`src/logic/rrre_defines.svh`:
```
`ifndef RRRE_DEFINES_SVH
`define RRRE_DEFINES_SVH

// ----------------------------------------------------------------------
// Instruction encodings (14-bit program word)
// ----------------------------------------------------------------------
`define RRRE_OP_SWRESET     14'h0001
`define RRRE_OP_RETURN      14'h0008
`define RRRE_OP_RETINT      14'h0009
`define RRRE_MAJ_RETLIT     6'h34
`define RRRE_MAJ_ROTLEFT    6'h0d

// ----------------------------------------------------------------------
// Field positions inside the program word
// ----------------------------------------------------------------------
`define RRRE_MAJ_HI         13
`define RRRE_MAJ_LO         8
`define RRRE_LIT_HI         7
`define RRRE_LIT_LO         0
`define RRRE_DEST_BIT       7
`define RRRE_FADDR_HI       6
`define RRRE_FADDR_LO       0
`define RRRE_MSB            7

// ----------------------------------------------------------------------
// Reset values and destination codes
// ----------------------------------------------------------------------
`define RRRE_PC_RESET       '0
`define RRRE_W_RESET        8'h00
`define RRRE_RIFLAG_RESET   1'h1
`define RRRE_DEST_WREG      1'h0
`define RRRE_DEST_FILE      1'h1

`endif

```
`src/logic/rrre_pkg.sv`:
```
`default_nettype none

package rrre_pkg;

    // Sequencer states, one-hot
    typedef enum logic [1:0] {
        RRRE_IDLE  = 2'h1,
        RRRE_FLUSH = 2'h2
    } rrre_state_t;

    // Write-back strobe towards the register file
    typedef struct packed {
        logic       valid;
        logic [6:0] addr;
        logic [7:0] data;
    } rrre_regwr_t;

endpackage

`default_nettype wire

```
`src/logic/rrre_exec.sv`:
```
// Notes on behaviour
// - The software reset instruction requests a full device reset and clears the reset-instruction flag.
// - Return from interrupt pops the stack, loads the program counter from the top entry and leaves status flags alone.
// - Return from interrupt sets the global interrupt enable, bit 7 of the interrupt control register.
// - Return from interrupt is one program word and takes two instruction cycles.
// - Return from subroutine pops the stack into the program counter in two cycles with flags unchanged.
// - Return with literal loads the accumulator with its 8-bit immediate and leaves flags unchanged.
// - Return with literal also loads the program counter from the top of stack and takes two cycles.
// - Rotate left shifts the register through carry, touches only carry and takes one cycle.
// - Rotate left writes the accumulator when the destination bit is 0 and the addressed register when it is 1.
`timescale 1ns/1ps
`default_nettype none
`include "rrre_defines.svh"

module rrre_exec #(
    parameter int PC_W = 15
) (
    input  wire logic              clock,           // Instruction clock, 125 MHz
    input  wire logic              rst,             // Async reset, active high
    input  wire logic              instValid,       // Program word present
    input  wire logic [13:0]       instWord,        // Program word
    input  wire logic [7:0]        fileData,        // Addressed register contents
    input  wire logic [PC_W-1:0]   topStackEntry,   // Stack top, return address
    input  wire logic              gieClear,        // Interrupt entry clears enable
    output logic                   instReady,       // Core can take a word
    output logic [PC_W-1:0]        progCounter,     // Program counter
    output logic [7:0]             wReg,            // Working accumulator
    output logic                   carry,           // Carry status flag
    output logic                   globalIntEnable, // Interrupt control bit 7
    output logic                   resetInstrFlag,  // Power status flag, 0 after sw reset
    output logic                   swResetReq,      // Pulse: device reset request
    output logic                   stackPop,        // Pulse: pop the stack
    output rrre_pkg::rrre_regwr_t  regWr            // Register write-back strobe
);

    // ------------------------------------------------------------------
    // Decode
    // ------------------------------------------------------------------
    rrre_pkg::rrre_state_t state_ff;
    rrre_pkg::rrre_state_t nxt_state;
    logic                  instReady_ff;
    logic [PC_W-1:0]       progCounter_ff;
    logic [7:0]            wReg_ff;
    logic                  carry_ff;
    logic                  gie_ff;
    logic                  riFlag_ff;
    logic                  swReset_ff;
    logic                  stackPop_ff;
    rrre_pkg::rrre_regwr_t regWr_ff;

    logic       take;
    logic       isSwReset;
    logic       isRetInt;
    logic       isReturn;
    logic       isRetLit;
    logic       isRotLeft;
    logic       isAnyRet;
    logic       destSel;
    logic [7:0] rotated;

    // Words are only taken while the pipeline is not flushing
    assign take      = instValid && instReady_ff;
    assign isSwReset = instWord == `RRRE_OP_SWRESET;
    assign isRetInt  = instWord == `RRRE_OP_RETINT;
    assign isReturn  = instWord == `RRRE_OP_RETURN;
    assign isRetLit  = instWord[`RRRE_MAJ_HI:`RRRE_MAJ_LO] == `RRRE_MAJ_RETLIT;
    assign isRotLeft = instWord[`RRRE_MAJ_HI:`RRRE_MAJ_LO] == `RRRE_MAJ_ROTLEFT;
    assign isAnyRet  = isRetInt || isReturn || isRetLit;
    assign destSel   = instWord[`RRRE_DEST_BIT];
    // Old carry enters bit zero, old top bit leaves to carry
    assign rotated   = {fileData[`RRRE_MSB-1:0], carry_ff};

    // ------------------------------------------------------------------
    // Sequencer
    // ------------------------------------------------------------------
    // Returns spend a second cycle flushing the fetched word
    always_comb begin
        case (state_ff)
            rrre_pkg::RRRE_IDLE: begin
                if (take && isAnyRet) begin
                    nxt_state = rrre_pkg::RRRE_FLUSH;
                end else begin
                    nxt_state = rrre_pkg::RRRE_IDLE;
                end
            end
            rrre_pkg::RRRE_FLUSH: nxt_state = rrre_pkg::RRRE_IDLE;
            default:              nxt_state = rrre_pkg::RRRE_IDLE;
        endcase
    end

    // State and ready flop
    always_ff @(posedge clock or posedge rst) begin
        if (rst) begin
            state_ff     <= rrre_pkg::RRRE_IDLE;
            instReady_ff <= 1'h1;
        end else begin
            state_ff     <= nxt_state;
            instReady_ff <= nxt_state == rrre_pkg::RRRE_IDLE;
        end
    end

    // ------------------------------------------------------------------
    // Program counter and stack
    // ------------------------------------------------------------------
    // A software reset restarts from the reset vector
    always_ff @(posedge clock or posedge rst) begin
        if (rst) begin
            progCounter_ff <= `RRRE_PC_RESET;
            stackPop_ff    <= 1'h0;
        end else begin
            stackPop_ff <= take && isAnyRet;
            if (take && isSwReset) begin
                progCounter_ff <= `RRRE_PC_RESET;
            end else if (take && isAnyRet) begin
                progCounter_ff <= topStackEntry;
            end else if (take) begin
                progCounter_ff <= progCounter_ff + PC_W'(1);
            end
        end
    end

    // ------------------------------------------------------------------
    // Accumulator and carry
    // ------------------------------------------------------------------
    // Returns never touch carry; only the rotate does
    always_ff @(posedge clock or posedge rst) begin
        if (rst) begin
            wReg_ff  <= `RRRE_W_RESET;
            carry_ff <= 1'h0;
        end else if (take) begin
            if (isRetLit) begin
                wReg_ff <= instWord[`RRRE_LIT_HI:`RRRE_LIT_LO];
            end else if (isRotLeft && destSel == `RRRE_DEST_WREG) begin
                wReg_ff <= rotated;
            end
            if (isRotLeft) begin
                carry_ff <= fileData[`RRRE_MSB];
            end
        end
    end

    // ------------------------------------------------------------------
    // Register write-back
    // ------------------------------------------------------------------
    // One-cycle strobe; the file address range is the 7-bit field
    always_ff @(posedge clock or posedge rst) begin
        if (rst) begin
            regWr_ff <= '0;
        end else begin
            regWr_ff.valid <= take && isRotLeft && destSel == `RRRE_DEST_FILE;
            regWr_ff.addr  <= instWord[`RRRE_FADDR_HI:`RRRE_FADDR_LO];
            regWr_ff.data  <= rotated;
        end
    end

    // ------------------------------------------------------------------
    // Interrupt enable and reset cause
    // ------------------------------------------------------------------
    // Return from interrupt wins over a same-cycle interrupt entry clear
    always_ff @(posedge clock or posedge rst) begin
        if (rst) begin
            gie_ff <= 1'h0;
        end else if (take && isRetInt) begin
            gie_ff <= 1'h1;
        end else if (gieClear || (take && isSwReset)) begin
            gie_ff <= 1'h0;
        end
    end

    // Flag survives the requested reset so software can read the cause
    always_ff @(posedge clock or posedge rst) begin
        if (rst) begin
            riFlag_ff  <= `RRRE_RIFLAG_RESET;
            swReset_ff <= 1'h0;
        end else begin
            swReset_ff <= take && isSwReset;
            if (take && isSwReset) begin
                riFlag_ff <= 1'h0;
            end
        end
    end

    assign instReady       = instReady_ff;
    assign progCounter     = progCounter_ff;
    assign wReg            = wReg_ff;
    assign carry           = carry_ff;
    assign globalIntEnable = gie_ff;
    assign resetInstrFlag  = riFlag_ff;
    assign swResetReq      = swReset_ff;
    assign stackPop        = stackPop_ff;
    assign regWr           = regWr_ff;
endmodule // rrre_exec

`default_nettype wire

```
`config.mk`:
```
export PLATFORM = sky130hd
export DESIGN_NAME = rrre_exec
export DESIGN_NICKNAME = d
export VERILOG_FILES = /design/src/logic/rrre_pkg.sv /design/src/logic/rrre_exec.sv
export VERILOG_INCLUDE_DIRS = /design/src /design/src/logic
export SDC_FILE = /design/constraint.sdc
export NUM_CORES = 1
export LEC_CHECK = 0
export BUFFER_PORTS_ARGS = -buffer_cell sky130_fd_sc_hd__buf_2
export CAP_MARGIN = 25
export CORE_MARGIN = 2
export CORE_UTILIZATION = 48
export DETAILED_ROUTE_END_ITERATION = 12
export HOLD_SLACK_MARGIN = 0.05
export PLACE_DENSITY = 0.86
export SYNTH_ARGS = -nofsm -noshare
export SYNTH_HDL_FRONTEND = slang
export SYNTH_SLANG_ARGS = --single-unit
```
`constraint.sdc`:
```
create_clock -name clock -period 2.1 [get_ports clock]
set_clock_uncertainty 0.2 [all_clocks]
set_input_delay 0.42 -clock clock [delete_from_list [all_inputs] [get_ports clock]]
set_output_delay 0.42 -clock clock [all_outputs]
set_load 0.05 [all_outputs]
```
* After elaboration in Yosys (flattened, before gate mapping)
Index checks and enable logic that the tools add are counted.
Storage, ports and cells: bits in registers 47, input bits 41, output and inout port bits 45
Operators by class: $add $sub $neg 1, eq/ne operators 7, mux-type cells 9, bitwise operators 1, reductions and logical operators 15
Operators with widths (count):
- $mux W15 | 3
- $eq A14 B4 Y1 const B | 2
- $mux W8 | 2
- $add A15 B1 Y15 const B | 1
- $eq A14 B1 Y1 const B | 1
- $logic_and A1 B1 Y1 | 7
- $eq A6 B4 Y1 const B | 1
- $eq A6 B6 Y1 const B | 1
- $eq A2 B1 Y1 const B | 2
- $mux W2 | 2
- $reduce_and A2 Y1 | 2
- $reduce_bool A2 Y1 | 2
- $logic_or A1 B1 Y1 | 3
- $reduce_bool A3 Y1 | 1
- $mux W1 | 2
- $not A1 Y1 | 1

* Longest topological paths before layout
Gate-level depths: netlist of run 1.
depth in word-level cells 7, depth in mapped cells 7

* Worst setup path after synthesis of run 1
No wires, ideal clock.
kind input-to-reg, start point input instWord[9], end point register progCounter_ff[7] (netlist: progCounter[7]), data arrival time 1.689 ns, setup slack 0.077 ns, stages on the path 7, path buffers 2, cell sequence nand2b_1 or4_4 buf_6 o21ai_4 buf_12 mux2i_1 o22ai_1
On the way: cells in the longest elaborated chain, start to end 6
Ends and longest elaborated chain:
- start, declared | RTL line rrre_exec.sv:21 | input wire logic [13:0] instWord,
- $eq A14 B4 Y1 (no source line)
- $logic_or A1 B1 Y1 (2 in a row) | RTL line rrre_exec.sv:68 | assign isAnyRet = isRetInt || isReturn || isRetLit;
- $logic_and A1 B1 Y1 | RTL line rrre_exec.sv:114 | end else if (take && isAnyRet) begin
- $mux W15 | RTL line rrre_exec.sv:114
- $mux W15 | RTL line rrre_exec.sv:112 | if (take && isSwReset) begin
- end signal, assigned | RTL line rrre_exec.sv:113 | progCounter_ff <= `RRRE_PC_RESET;
- end signal, assigned | RTL line rrre_exec.sv:115 | progCounter_ff <= topStackEntry;
- end signal, assigned | RTL line rrre_exec.sv:117 | progCounter_ff <= progCounter_ff + PC_W'(1);
- end, declared | RTL line rrre_exec.sv:42 | logic [PC_W-1:0] progCounter_ff;
Parallel ways exist; a longest one is shown, timed or not. A chain may end at the register's enable or synchronous reset.

* Worst setup path after layout of run 1
start point register progCounter_ff[4] (netlist: progCounter[4]), end point register progCounter_ff[11] (netlist: progCounter[11])
On the way: cells in the longest elaborated chain, start to end 4
Ends and longest elaborated chain:
- start signal, assigned | RTL line rrre_exec.sv:108 | progCounter_ff <= `RRRE_PC_RESET;
- start signal, assigned | RTL line rrre_exec.sv:113
- start signal, assigned | RTL line rrre_exec.sv:115
- $add A15 B1 Y15 | RTL line rrre_exec.sv:117
- $mux W15 | RTL line rrre_exec.sv:116 | end else if (take) begin
- $mux W15 | RTL line rrre_exec.sv:114
- $mux W15 | RTL line rrre_exec.sv:112
No other way between the ends. The select of a mux whose other input is x is not followed.

==> flow_metrics.env, run 1 <==
export IMPL_outcome="completed"
export IMPL_fillCellCount=358
export IMPL_min_period_ns=1.90
export IMPL_leakagePower_nw=1.38
export IMPL_fmax_mhz=527
export IMPL_syn_inst=199
export IMPL_synth_edf_count=0
export IMPL_path_max_fanout=6
export IMPL_clk_path_buf_depth=2
export IMPL_cts_resized=0
export IMPL_drtIter0Drc=151
export IMPL_tightest_slew_ns=0.861
export IMPL_slowest_delay_ns=0.45
export IMPL_avgSynthCellArea_sq_um=10.7
export IMPL_fin_crit_sh_pct=90.3
export IMPL_cts_sinks=46
export IMPL_ir_worst_vdd_uv=485
export IMPL_hp_class="in -> async"
export IMPL_crit_start="progCounter[4]"
export IMPL_wl_um=5510
export IMPL_synth_ff_type="dfrtp_1"
export IMPL_core_sq_um=4320
export IMPL_maxCapViolCount=0
export IMPL_wl_per_cell_um=15.4
export IMPL_reg2reg_from="progCounter[4]"
export IMPL_p_per_area_nw_per_um2=912
export IMPL_hold_viol=0
export IMPL_fp_dieW_um=70.6
export IMPL_grt_first_pass_wirelength_um=9050
export IMPL_final_common_cell="buf_2"
export IMPL_clkLatencyLatePin_ns=0.30
export IMPL_syn2layout_area_growth_pct=33.5
export IMPL_reg2reg_slack_ns=0.20
export IMPL_antenna_found_initial=0
export IMPL_dieArea_sq_um=4980
export IMPL_synth_fp_nets=241
export IMPL_endpoint_kind="register"
export IMPL_synth_area_sq_um=2130
export IMPL_grtUsageTotal_pct=23.2
export IMPL_grt_overflow=0
export IMPL_max_slew_margin_rel_pct=42.2
export IMPL_die_h_um=70.6
export IMPL_p_total_w=0.00259
export IMPL_core_rowCount=24
export IMPL_cp_start_kind="register"
export IMPL_ys_types=40
export IMPL_drive_gt1_share_pct=38.6
export IMPL_root_buffer="clkbuf_8"
export IMPL_setup_viol=0
export IMPL_async_reset_ff_share_pct=100
export IMPL_layout_common_cells="buf_2, dfrtp_1, nand2_1"
export IMPL_crit_family="simple AND/OR/NAND/NOR gates"
export IMPL_synth_top_cell_area_share_pct=51.7
export IMPL_critPathKind="reg -> reg"
export IMPL_crit_chain="and2_1 > and3_1 > nand3_1 > or4_1 > o211ai_1"
export IMPL_ys_warn_count=0
export IMPL_drc=0
export IMPL_r2r_end="progCounter[11]"
export IMPL_synth_seq_cells=46
export IMPL_start_util_pct=49.2
export IMPL_grt_pass1_vias=1933
export IMPL_yosysTopAreaCell="dfrtp_1"
export IMPL_via_per_inst=5.46
export IMPL_antenna_cells=0
export IMPL_detailedRoute_firstPassIterationCount=4
export IMPL_cts_tree="yes"
export IMPL_dp_hpwl_um=4020
export IMPL_path_clk_slew_ns=0.09
export IMPL_htreeDepth=2
export IMPL_required_ns=2.11
export IMPL_numCtsBuffers=5
export IMPL_fin_nets=347
export IMPL_path_buf_inv=0
export IMPL_ys_seq_area_share_pct=54.2
export IMPL_rsz0062_at_grt="false"
export IMPL_critPathSlowestCell="dfrtp_1"
export IMPL_yosys_top_cells_area="dfrtp_1, mux2i_1, o21ai_0"
export IMPL_pin_count=86
export IMPL_maxSlewViolCount=0
export IMPL_portBuffers=85
export IMPL_fin_ws_ns=0.204
export IMPL_post_place_ws_ns=-0.0411
export IMPL_grt_max_degree=47
export IMPL_critical_path_endpoint="progCounter[11]"
export IMPL_worst_r2r_cell_count=5
export IMPL_cp_depth=5
export IMPL_gp_congestion=0.812
export IMPL_arrival_ns=1.91
export IMPL_vias=1953
export IMPL_ant_nets=0
## cell usage after synthesis (3+ instances only)
cell,count
nor4_1,3
nand2_1,19
clkbuf_1,4
nand4_1,4
o2bb2ai_1,4
a21oi_1,7
mux2i_1,16
o22ai_1,4
nor4_2,3
and2_1,4
nand3_1,10
dfrtp_1,44
nor2b_1,4
inv_1,8
nor2_1,11
and3_1,5
o211ai_1,4
nor3_1,5
o21ai_0,15
## timing repair
action | 4_1_cts | 5_1_grt
setup buffers | 0 | 0
setup endpoints to repair | 0 | 0
endpoints found under the hold margin | 8 | 0
hold buffers | 8 | 0
## worst min-delay path, stage by stage
cell and delay, ns:
buf_2 0.10, inv_2 0.03, buf_4 0.46
## flip-flops by register name (all words and copies together), names as in the netlist
register / cells
regWr: 16
progCounter: 15
wReg: 8
state_ff: 2
carry: 1
globalIntEnable: 1
resetInstrFlag: 1
stackPop: 1
swResetReq: 1
## layout make-up
class                   count  area [sq um]  area share, %
clock buffers               6          82.6           2.91
well taps                  52          65.1           2.29
repair buffers            106           603           21.2
clock inverters             2          12.5          0.441
inverters                   8          30.0           1.06
flip-flops and latches     46          1150           40.6
multi-input cells         138           893           31.5
## cells by family (layout without fill, tap and decap cells)
kind of cell / count (synthesis) / after routing / synth area share (%)
AOI/OAI and AO/OA: 43 / 43 / 13.6
adders and majority gates: 1 / 1 / 0.588
buffers and inverters: 15 / 122 / 3.82
DFF: 46 / 46 / 54.2
muxes: 17 / 17 / 8.05
and+or+nand+nor: 77 / 77 / 19.7
## power breakdown
part           internal [W]  switching [W]
logic              0.000235       0.000655
registers           0.00101       0.000126
clock network      0.000265       0.000303
## per-stage QoR
stage                     instances  TNS (ns)  cell area (sq um)  hold WS [ns]  utilization, %
after global placement          342  -0.00337               2670         0.207            61.6
after global routing            358         0               2840        0.0567            65.7
after floorplan                 199         0               2130         0.194               -
final                           358         0               2840        0.0509            65.7
after detailed placement        342    -0.107               2670         0.210            61.6
after CTS                       358         0               2840        0.0547            65.7
## per-layer routing
| layer | global-route usage [%] | routed length [um] |
|---|---|---|
| met1 | 30.6 | 2400 |
| met2 | 37.9 | 2770 |
| met3 | 3.28 | 183 |
| met4 | 11.5 | 157 |
| met5 | 0 | 0 |
## worst min-delay path by stage
stage	start	end	slack [ns]	depth (start not counted)
CTS	instWord[1]	regWr[9]	0.05	1
floorplan	state_ff[1]	state_ff[1]	0.19	1
global placement	state_ff[1]	state_ff[1]	0.21	1
global route	instWord[1]	regWr[9]	0.06	1
detailed placement	state_ff[1]	state_ff[1]	0.21	1
finish	rst	wReg[4]	0.05	3
No activity file was read; power rests on OpenSTA's default activity.
==> inputs of run 2 (changes only) <==
--- a/config.mk
+++ b/config.mk
@@ -8,7 +8,6 @@
 export LEC_CHECK = 0
 export BUFFER_PORTS_ARGS = -buffer_cell sky130_fd_sc_hd__buf_2
 export CAP_MARGIN = 25
-export CORE_MARGIN = 2
 export CORE_UTILIZATION = 48
 export DETAILED_ROUTE_END_ITERATION = 12
 export HOLD_SLACK_MARGIN = 0.05
==> flow_metrics.env, run 2 (synthesis results as in run 1) <==
export IMPL_fin_area_sq_um=2870
export IMPL_syn2layout_area_growth_pct=34.7
export IMPL_fmax_mhz=536
export IMPL_tightest_slew_ns=0.886
export IMPL_clk_path_buf_depth=2
export IMPL_drc=0
export IMPL_met1_length_um=2260
export IMPL_dp_cells=338
export IMPL_final_common_cell="buf_2"
export IMPL_largest_reg_flops=16
export IMPL_critPathKind="reg -> reg"
export IMPL_start_util_pct=51.7
export IMPL_arrival_ns=1.88
export IMPL_cp_start_kind="register"
export IMPL_critPathSlowestCell="dfrtp_1"
export IMPL_detailedRoute_firstPassIterationCount=4
export IMPL_via_per_inst=5.49
export IMPL_r2r_end="progCounter[11]"
export IMPL_die_h_um=68.6
export IMPL_path_max_fanout=6
export IMPL_required_ns=2.11
export IMPL_max_slew_margin_rel_pct=40.5
export IMPL_clkLatencyLatePin_ns=0.29
export IMPL_wl_per_cell_um=14.9
export IMPL_cts_sinks=46
export IMPL_cts_tree="yes"
export IMPL_critical_path_endpoint="progCounter[11]"
export IMPL_outcome="completed"
export IMPL_antenna_found_initial=0
export IMPL_ir_worst_vdd_uv=494
export IMPL_drive_gt1_share_pct=38.2
export IMPL_layout_common_cells="buf_2, dfrtp_1, nand2_1"
export IMPL_grt_max_degree=25
export IMPL_antenna_cells=0
export IMPL_core_sq_um=4120
export IMPL_hold_slack_ns=0.0649
export IMPL_grtUsageTotal_pct=23.8
export IMPL_crit_start="progCounter[2]"
export IMPL_grt_pass1_vias=1838
export IMPL_reg2reg_slack_ns=0.24
export IMPL_vias=1944
export IMPL_ant_nets=0
export IMPL_hold_depth=1
export IMPL_root_buffer="clkbuf_8"
export IMPL_fin_crit_sh_pct=88.8
export IMPL_crit_top_cell="and3_1"
export IMPL_setup_tns_ns=0
export IMPL_portBuffers=85
export IMPL_final_cells=354
export IMPL_crit_chain="and3_1 > and3_1 > nand3_1 > or4_1 > o211ai_1"
export IMPL_drtIter0Drc=90
export IMPL_wl_um=5270
export IMPL_dieArea_sq_um=4700
export IMPL_slowest_delay_ns=0.43
export IMPL_endpoint_kind="register"
export IMPL_top_layer="met4"
export IMPL_gp_congestion=0.851
export IMPL_wl_met2_um=2660
export IMPL_grt_overflow=0
export IMPL_p_per_area_nw_per_um2=937
export IMPL_dpl_cell_area_sq_um=2670
export IMPL_fin_nets=345
export IMPL_rsz0062_at_grt="false"
export IMPL_pin_count=86
export IMPL_cts_resized=0
export IMPL_route_met3_wl_um=258
export IMPL_maxCapViolCount=0
export IMPL_dp_hpwl_um=4040
export IMPL_reg2reg_from="progCounter[2]"
export IMPL_worst_r2r_cell_count=5
export IMPL_path_clk_slew_ns=0.09
export IMPL_grt_first_pass_wirelength_um=8260
export IMPL_numCtsBuffers=5
export IMPL_fp_dieW_um=68.6
export IMPL_maxSlewViolCount=0
export IMPL_min_period_ns=1.86
export IMPL_core_rowCount=23
export IMPL_hold_viol=0
export IMPL_hp_class="in -> reg"
export IMPL_htreeDepth=2
export IMPL_setup_viol=0
export IMPL_leakagePower_nw=1.38
## run 2: changes by cell type in the layout (fill, tap and decap cells not counted)
cell	delta
buf_12	+2
buf_4	-4
bufinv_16	+1
clkbuf_8	-1
clkinv_2	-1
clkinvlp_4	+1
## run 2: how the worst min path moves through the flow
stage                 from          end  slack [ns]
2_1_floorplan  state_ff[1]  state_ff[1]        0.19
3_3_place_gp         carry     regWr[0]        0.20
3_5_place_dp   state_ff[1]  state_ff[1]        0.22
4_1_cts        fileData[4]     regWr[5]        0.06
5_1_grt        instWord[4]    regWr[12]        0.06
6_report       instWord[4]    regWr[12]        0.06
## run 2: power breakdown
part	total (W)	leakage (nW)	internal [W]	switching, W
Clock	0.000659	0.0504	0.000354	0.000305
Sequential	0.00113	0.554	0.00101	0.000128
Combinational	0.000892	0.777	0.000237	0.000655
Total	0.00269	1.38	0.00160	0.00109
## run 2: cell type report
cell class,instances,area (sq um)
inverters,8,30.0
well taps,50,62.6
fillers,321,1250
repair buffers,104,613
clock inverters,3,45.0
clock buffers,5,68.8
multi-input cells,138,893
flip-flops and latches,46,1150
## run 2: per-stage QoR
stage | setup slack, ns | utilization [%] | power (W)
finish | 0.236 | 69.7 | 0.00269
global route | 0.0574 | 69.7 | 0.00282
CTS | 0.247 | 69.4 | 0.00269
detailed placement | -0.0340 | 64.9 | 0.00203
global placement | -0.0124 | 64.9 | 0.00201
floorplan | 0.0766 | - | 0.00176
## run 2: routing by layer
metal | vias up | global-route usage, %
met5 | - | 0
met4 | 0 | 11.5
met3 | 8 | 3.13
met2 | 69 | 39.1
met1 | 936 | 31.0
li1 | 931 | -
## run 2: repair_timing
action	in CTS	in global routing
endpoints found under the hold margin	28	1
hold buffers	7	1
setup buffers	0	0
## run 2: worst max-delay path: cells and delay by family (launching register included)
| kind | cells | cell delay, ns |
|---|---|---|
| flops | 1 | 0.43 |
| simple gates | 4 | 1.06 |
| compound gates | 1 | 0.09 |
==> inputs of run 3 (changes only) <==
--- a/config.mk
+++ b/config.mk
@@ -8,6 +8,7 @@
 export LEC_CHECK = 0
 export BUFFER_PORTS_ARGS = -buffer_cell sky130_fd_sc_hd__buf_2
 export CAP_MARGIN = 25
+export CORE_MARGIN = 5
 export CORE_UTILIZATION = 48
 export DETAILED_ROUTE_END_ITERATION = 12
 export HOLD_SLACK_MARGIN = 0.05
==> flow_metrics.env, run 3 (synthesis results as in run 1) <==
export IMPL_outcome="completed"
export IMPL_drtIter0Drc=182
export IMPL_antenna_cells=0
export IMPL_final_common_cell="buf_2"
export IMPL_detailedRoute_firstPassIterationCount=4
export IMPL_core_rowCount=24
export IMPL_rsz0062_at_grt="false"
export IMPL_root_buffer="clkbuf_8"
export IMPL_post_place_ws_ns=-0.0846
export IMPL_layout_common_cells="buf_2, dfrtp_1, nand2_1"
export IMPL_r2r_end="wReg[0]"
export IMPL_syn2layout_area_growth_pct=33.0
export IMPL_cts_resized=0
export IMPL_fin_crit_sh_pct=92.0
export IMPL_htreeDepth=2
export IMPL_path_clk_slew_ns=0.09
export IMPL_fp_dieW_um=76.6
export IMPL_ir_worst_vdd_uv=585
export IMPL_max_slew_margin_rel_pct=37.4
export IMPL_portBuffers=85
export IMPL_fin_nets=346
export IMPL_arrival_ns=1.86
export IMPL_grtUsageTotal_pct=19.9
export IMPL_path_max_fanout=16
export IMPL_fmax_mhz=518
export IMPL_maxCapViolCount=0
export IMPL_grt_max_degree=47
export IMPL_grt_pass1_vias=1980
export IMPL_maxSlewViolCount=0
export IMPL_hp_class="in -> async"
export IMPL_grt_overflow=0
export IMPL_vias=1938
export IMPL_dp_cells=342
export IMPL_cts_sinks=46
export IMPL_critPathKind="reg -> reg"
export IMPL_pin_count=86
export IMPL_endpoint_kind="register"
export IMPL_dpl_cell_area_sq_um=2670
export IMPL_dieArea_sq_um=5870
export IMPL_fin_area_sq_um=2830
export IMPL_min_period_ns=1.93
export IMPL_worst_r2r_cell_count=4
export IMPL_drive_gt1_share_pct=38.7
export IMPL_via_per_inst=5.43
export IMPL_p_per_area_nw_per_um2=914
export IMPL_ant_nets=0
export IMPL_start_util_pct=49.2
export IMPL_required_ns=2.03
export IMPL_antenna_found_initial=0
export IMPL_hold_viol=0
export IMPL_post_route_util_pct=65.5
export IMPL_setup_viol=0
export IMPL_grt_first_pass_wirelength_um=9580
export IMPL_reg2reg_slack_ns=0.17
export IMPL_numCtsBuffers=5
export IMPL_tightest_slew_ns=0.933
export IMPL_dp_hpwl_um=4380
export IMPL_clkLatencyLatePin_ns=0.30
export IMPL_wl_per_cell_um=16.1
export IMPL_die_h_um=76.6
export IMPL_reg2reg_from="state_ff[0]"
export IMPL_wl_um=5740
export IMPL_core_sq_um=4320
export IMPL_cts_tree="yes"
export IMPL_post_cts_buffers=0
export IMPL_setup_tns_ns=0
export IMPL_postCtsHoldBufs=7
export IMPL_drc=0
export IMPL_cp_start_kind="register"
export IMPL_fin_ws_ns=0.169
export IMPL_gp_congestion=0.850
export IMPL_final_cells=357
export IMPL_largest_reg_flops=16
export IMPL_leakagePower_nw=1.38
export IMPL_clk_path_buf_depth=2
-- run 3: power breakdown --
part,switching (W),leakage (nW),internal (W)
clock network,0.000293,0.0472,0.000265
registers,0.000127,0.554,0.00101
logic,0.000661,0.776,0.000234
total,0.00108,1.38,0.00151
-- run 3: critical path: stages, from the launching register on --
cell,delay [ns]
dfstp_2,0.54
and2_1,0.32
o21ai_1,0.41
nand2_1,0.18
o21ai_0,0.12
-- run 3: area by class of cell --
class | count | area, sq um
well taps | 52 | 65.1
flip-flops and latches | 46 | 1150
clock buffers | 6 | 82.6
inverters | 8 | 30.0
fillers | 364 | 1490
repair buffers | 105 | 593
clock inverters | 2 | 12.5
multi-input cells | 138 | 893
-- run 3: worst max-delay path by stage --
stage                startpoint        endpoint  slack [ns]  depth (start not counted)
finish              state_ff[0]         wReg[0]        0.17                          4
global placement    instWord[1]  progCounter[4]      -0.008                          8
global route        state_ff[0]         wReg[7]        0.03                          4
detailed placement  instWord[9]         wReg[0]       -0.08                          6
CTS                 state_ff[0]         wReg[0]        0.13                          4
floorplan           instWord[9]  progCounter[7]        0.08                          7
-- run 3: through the flow --
| stage | hold slack (ns) | power, W |
|---|---|---|
| after floorplan | 0.194 | 0.00176 |
| after global placement | 0.208 | 0.00201 |
| after detailed placement | 0.219 | 0.00204 |
| after CTS | 0.0529 | 0.00260 |
| after global routing | 0.0502 | 0.00272 |
| final | 0.0546 | 0.00259 |
-- run 3: per-layer routing --
layer	vias to the layer above	part of all wire [%]	global-route usage, %
li1	937	-	-
met1	914	40	24.2
met2	78	52	34.2
met3	9	5.9	4.73
met4	0	1.3	6.99
met5	-	0	0
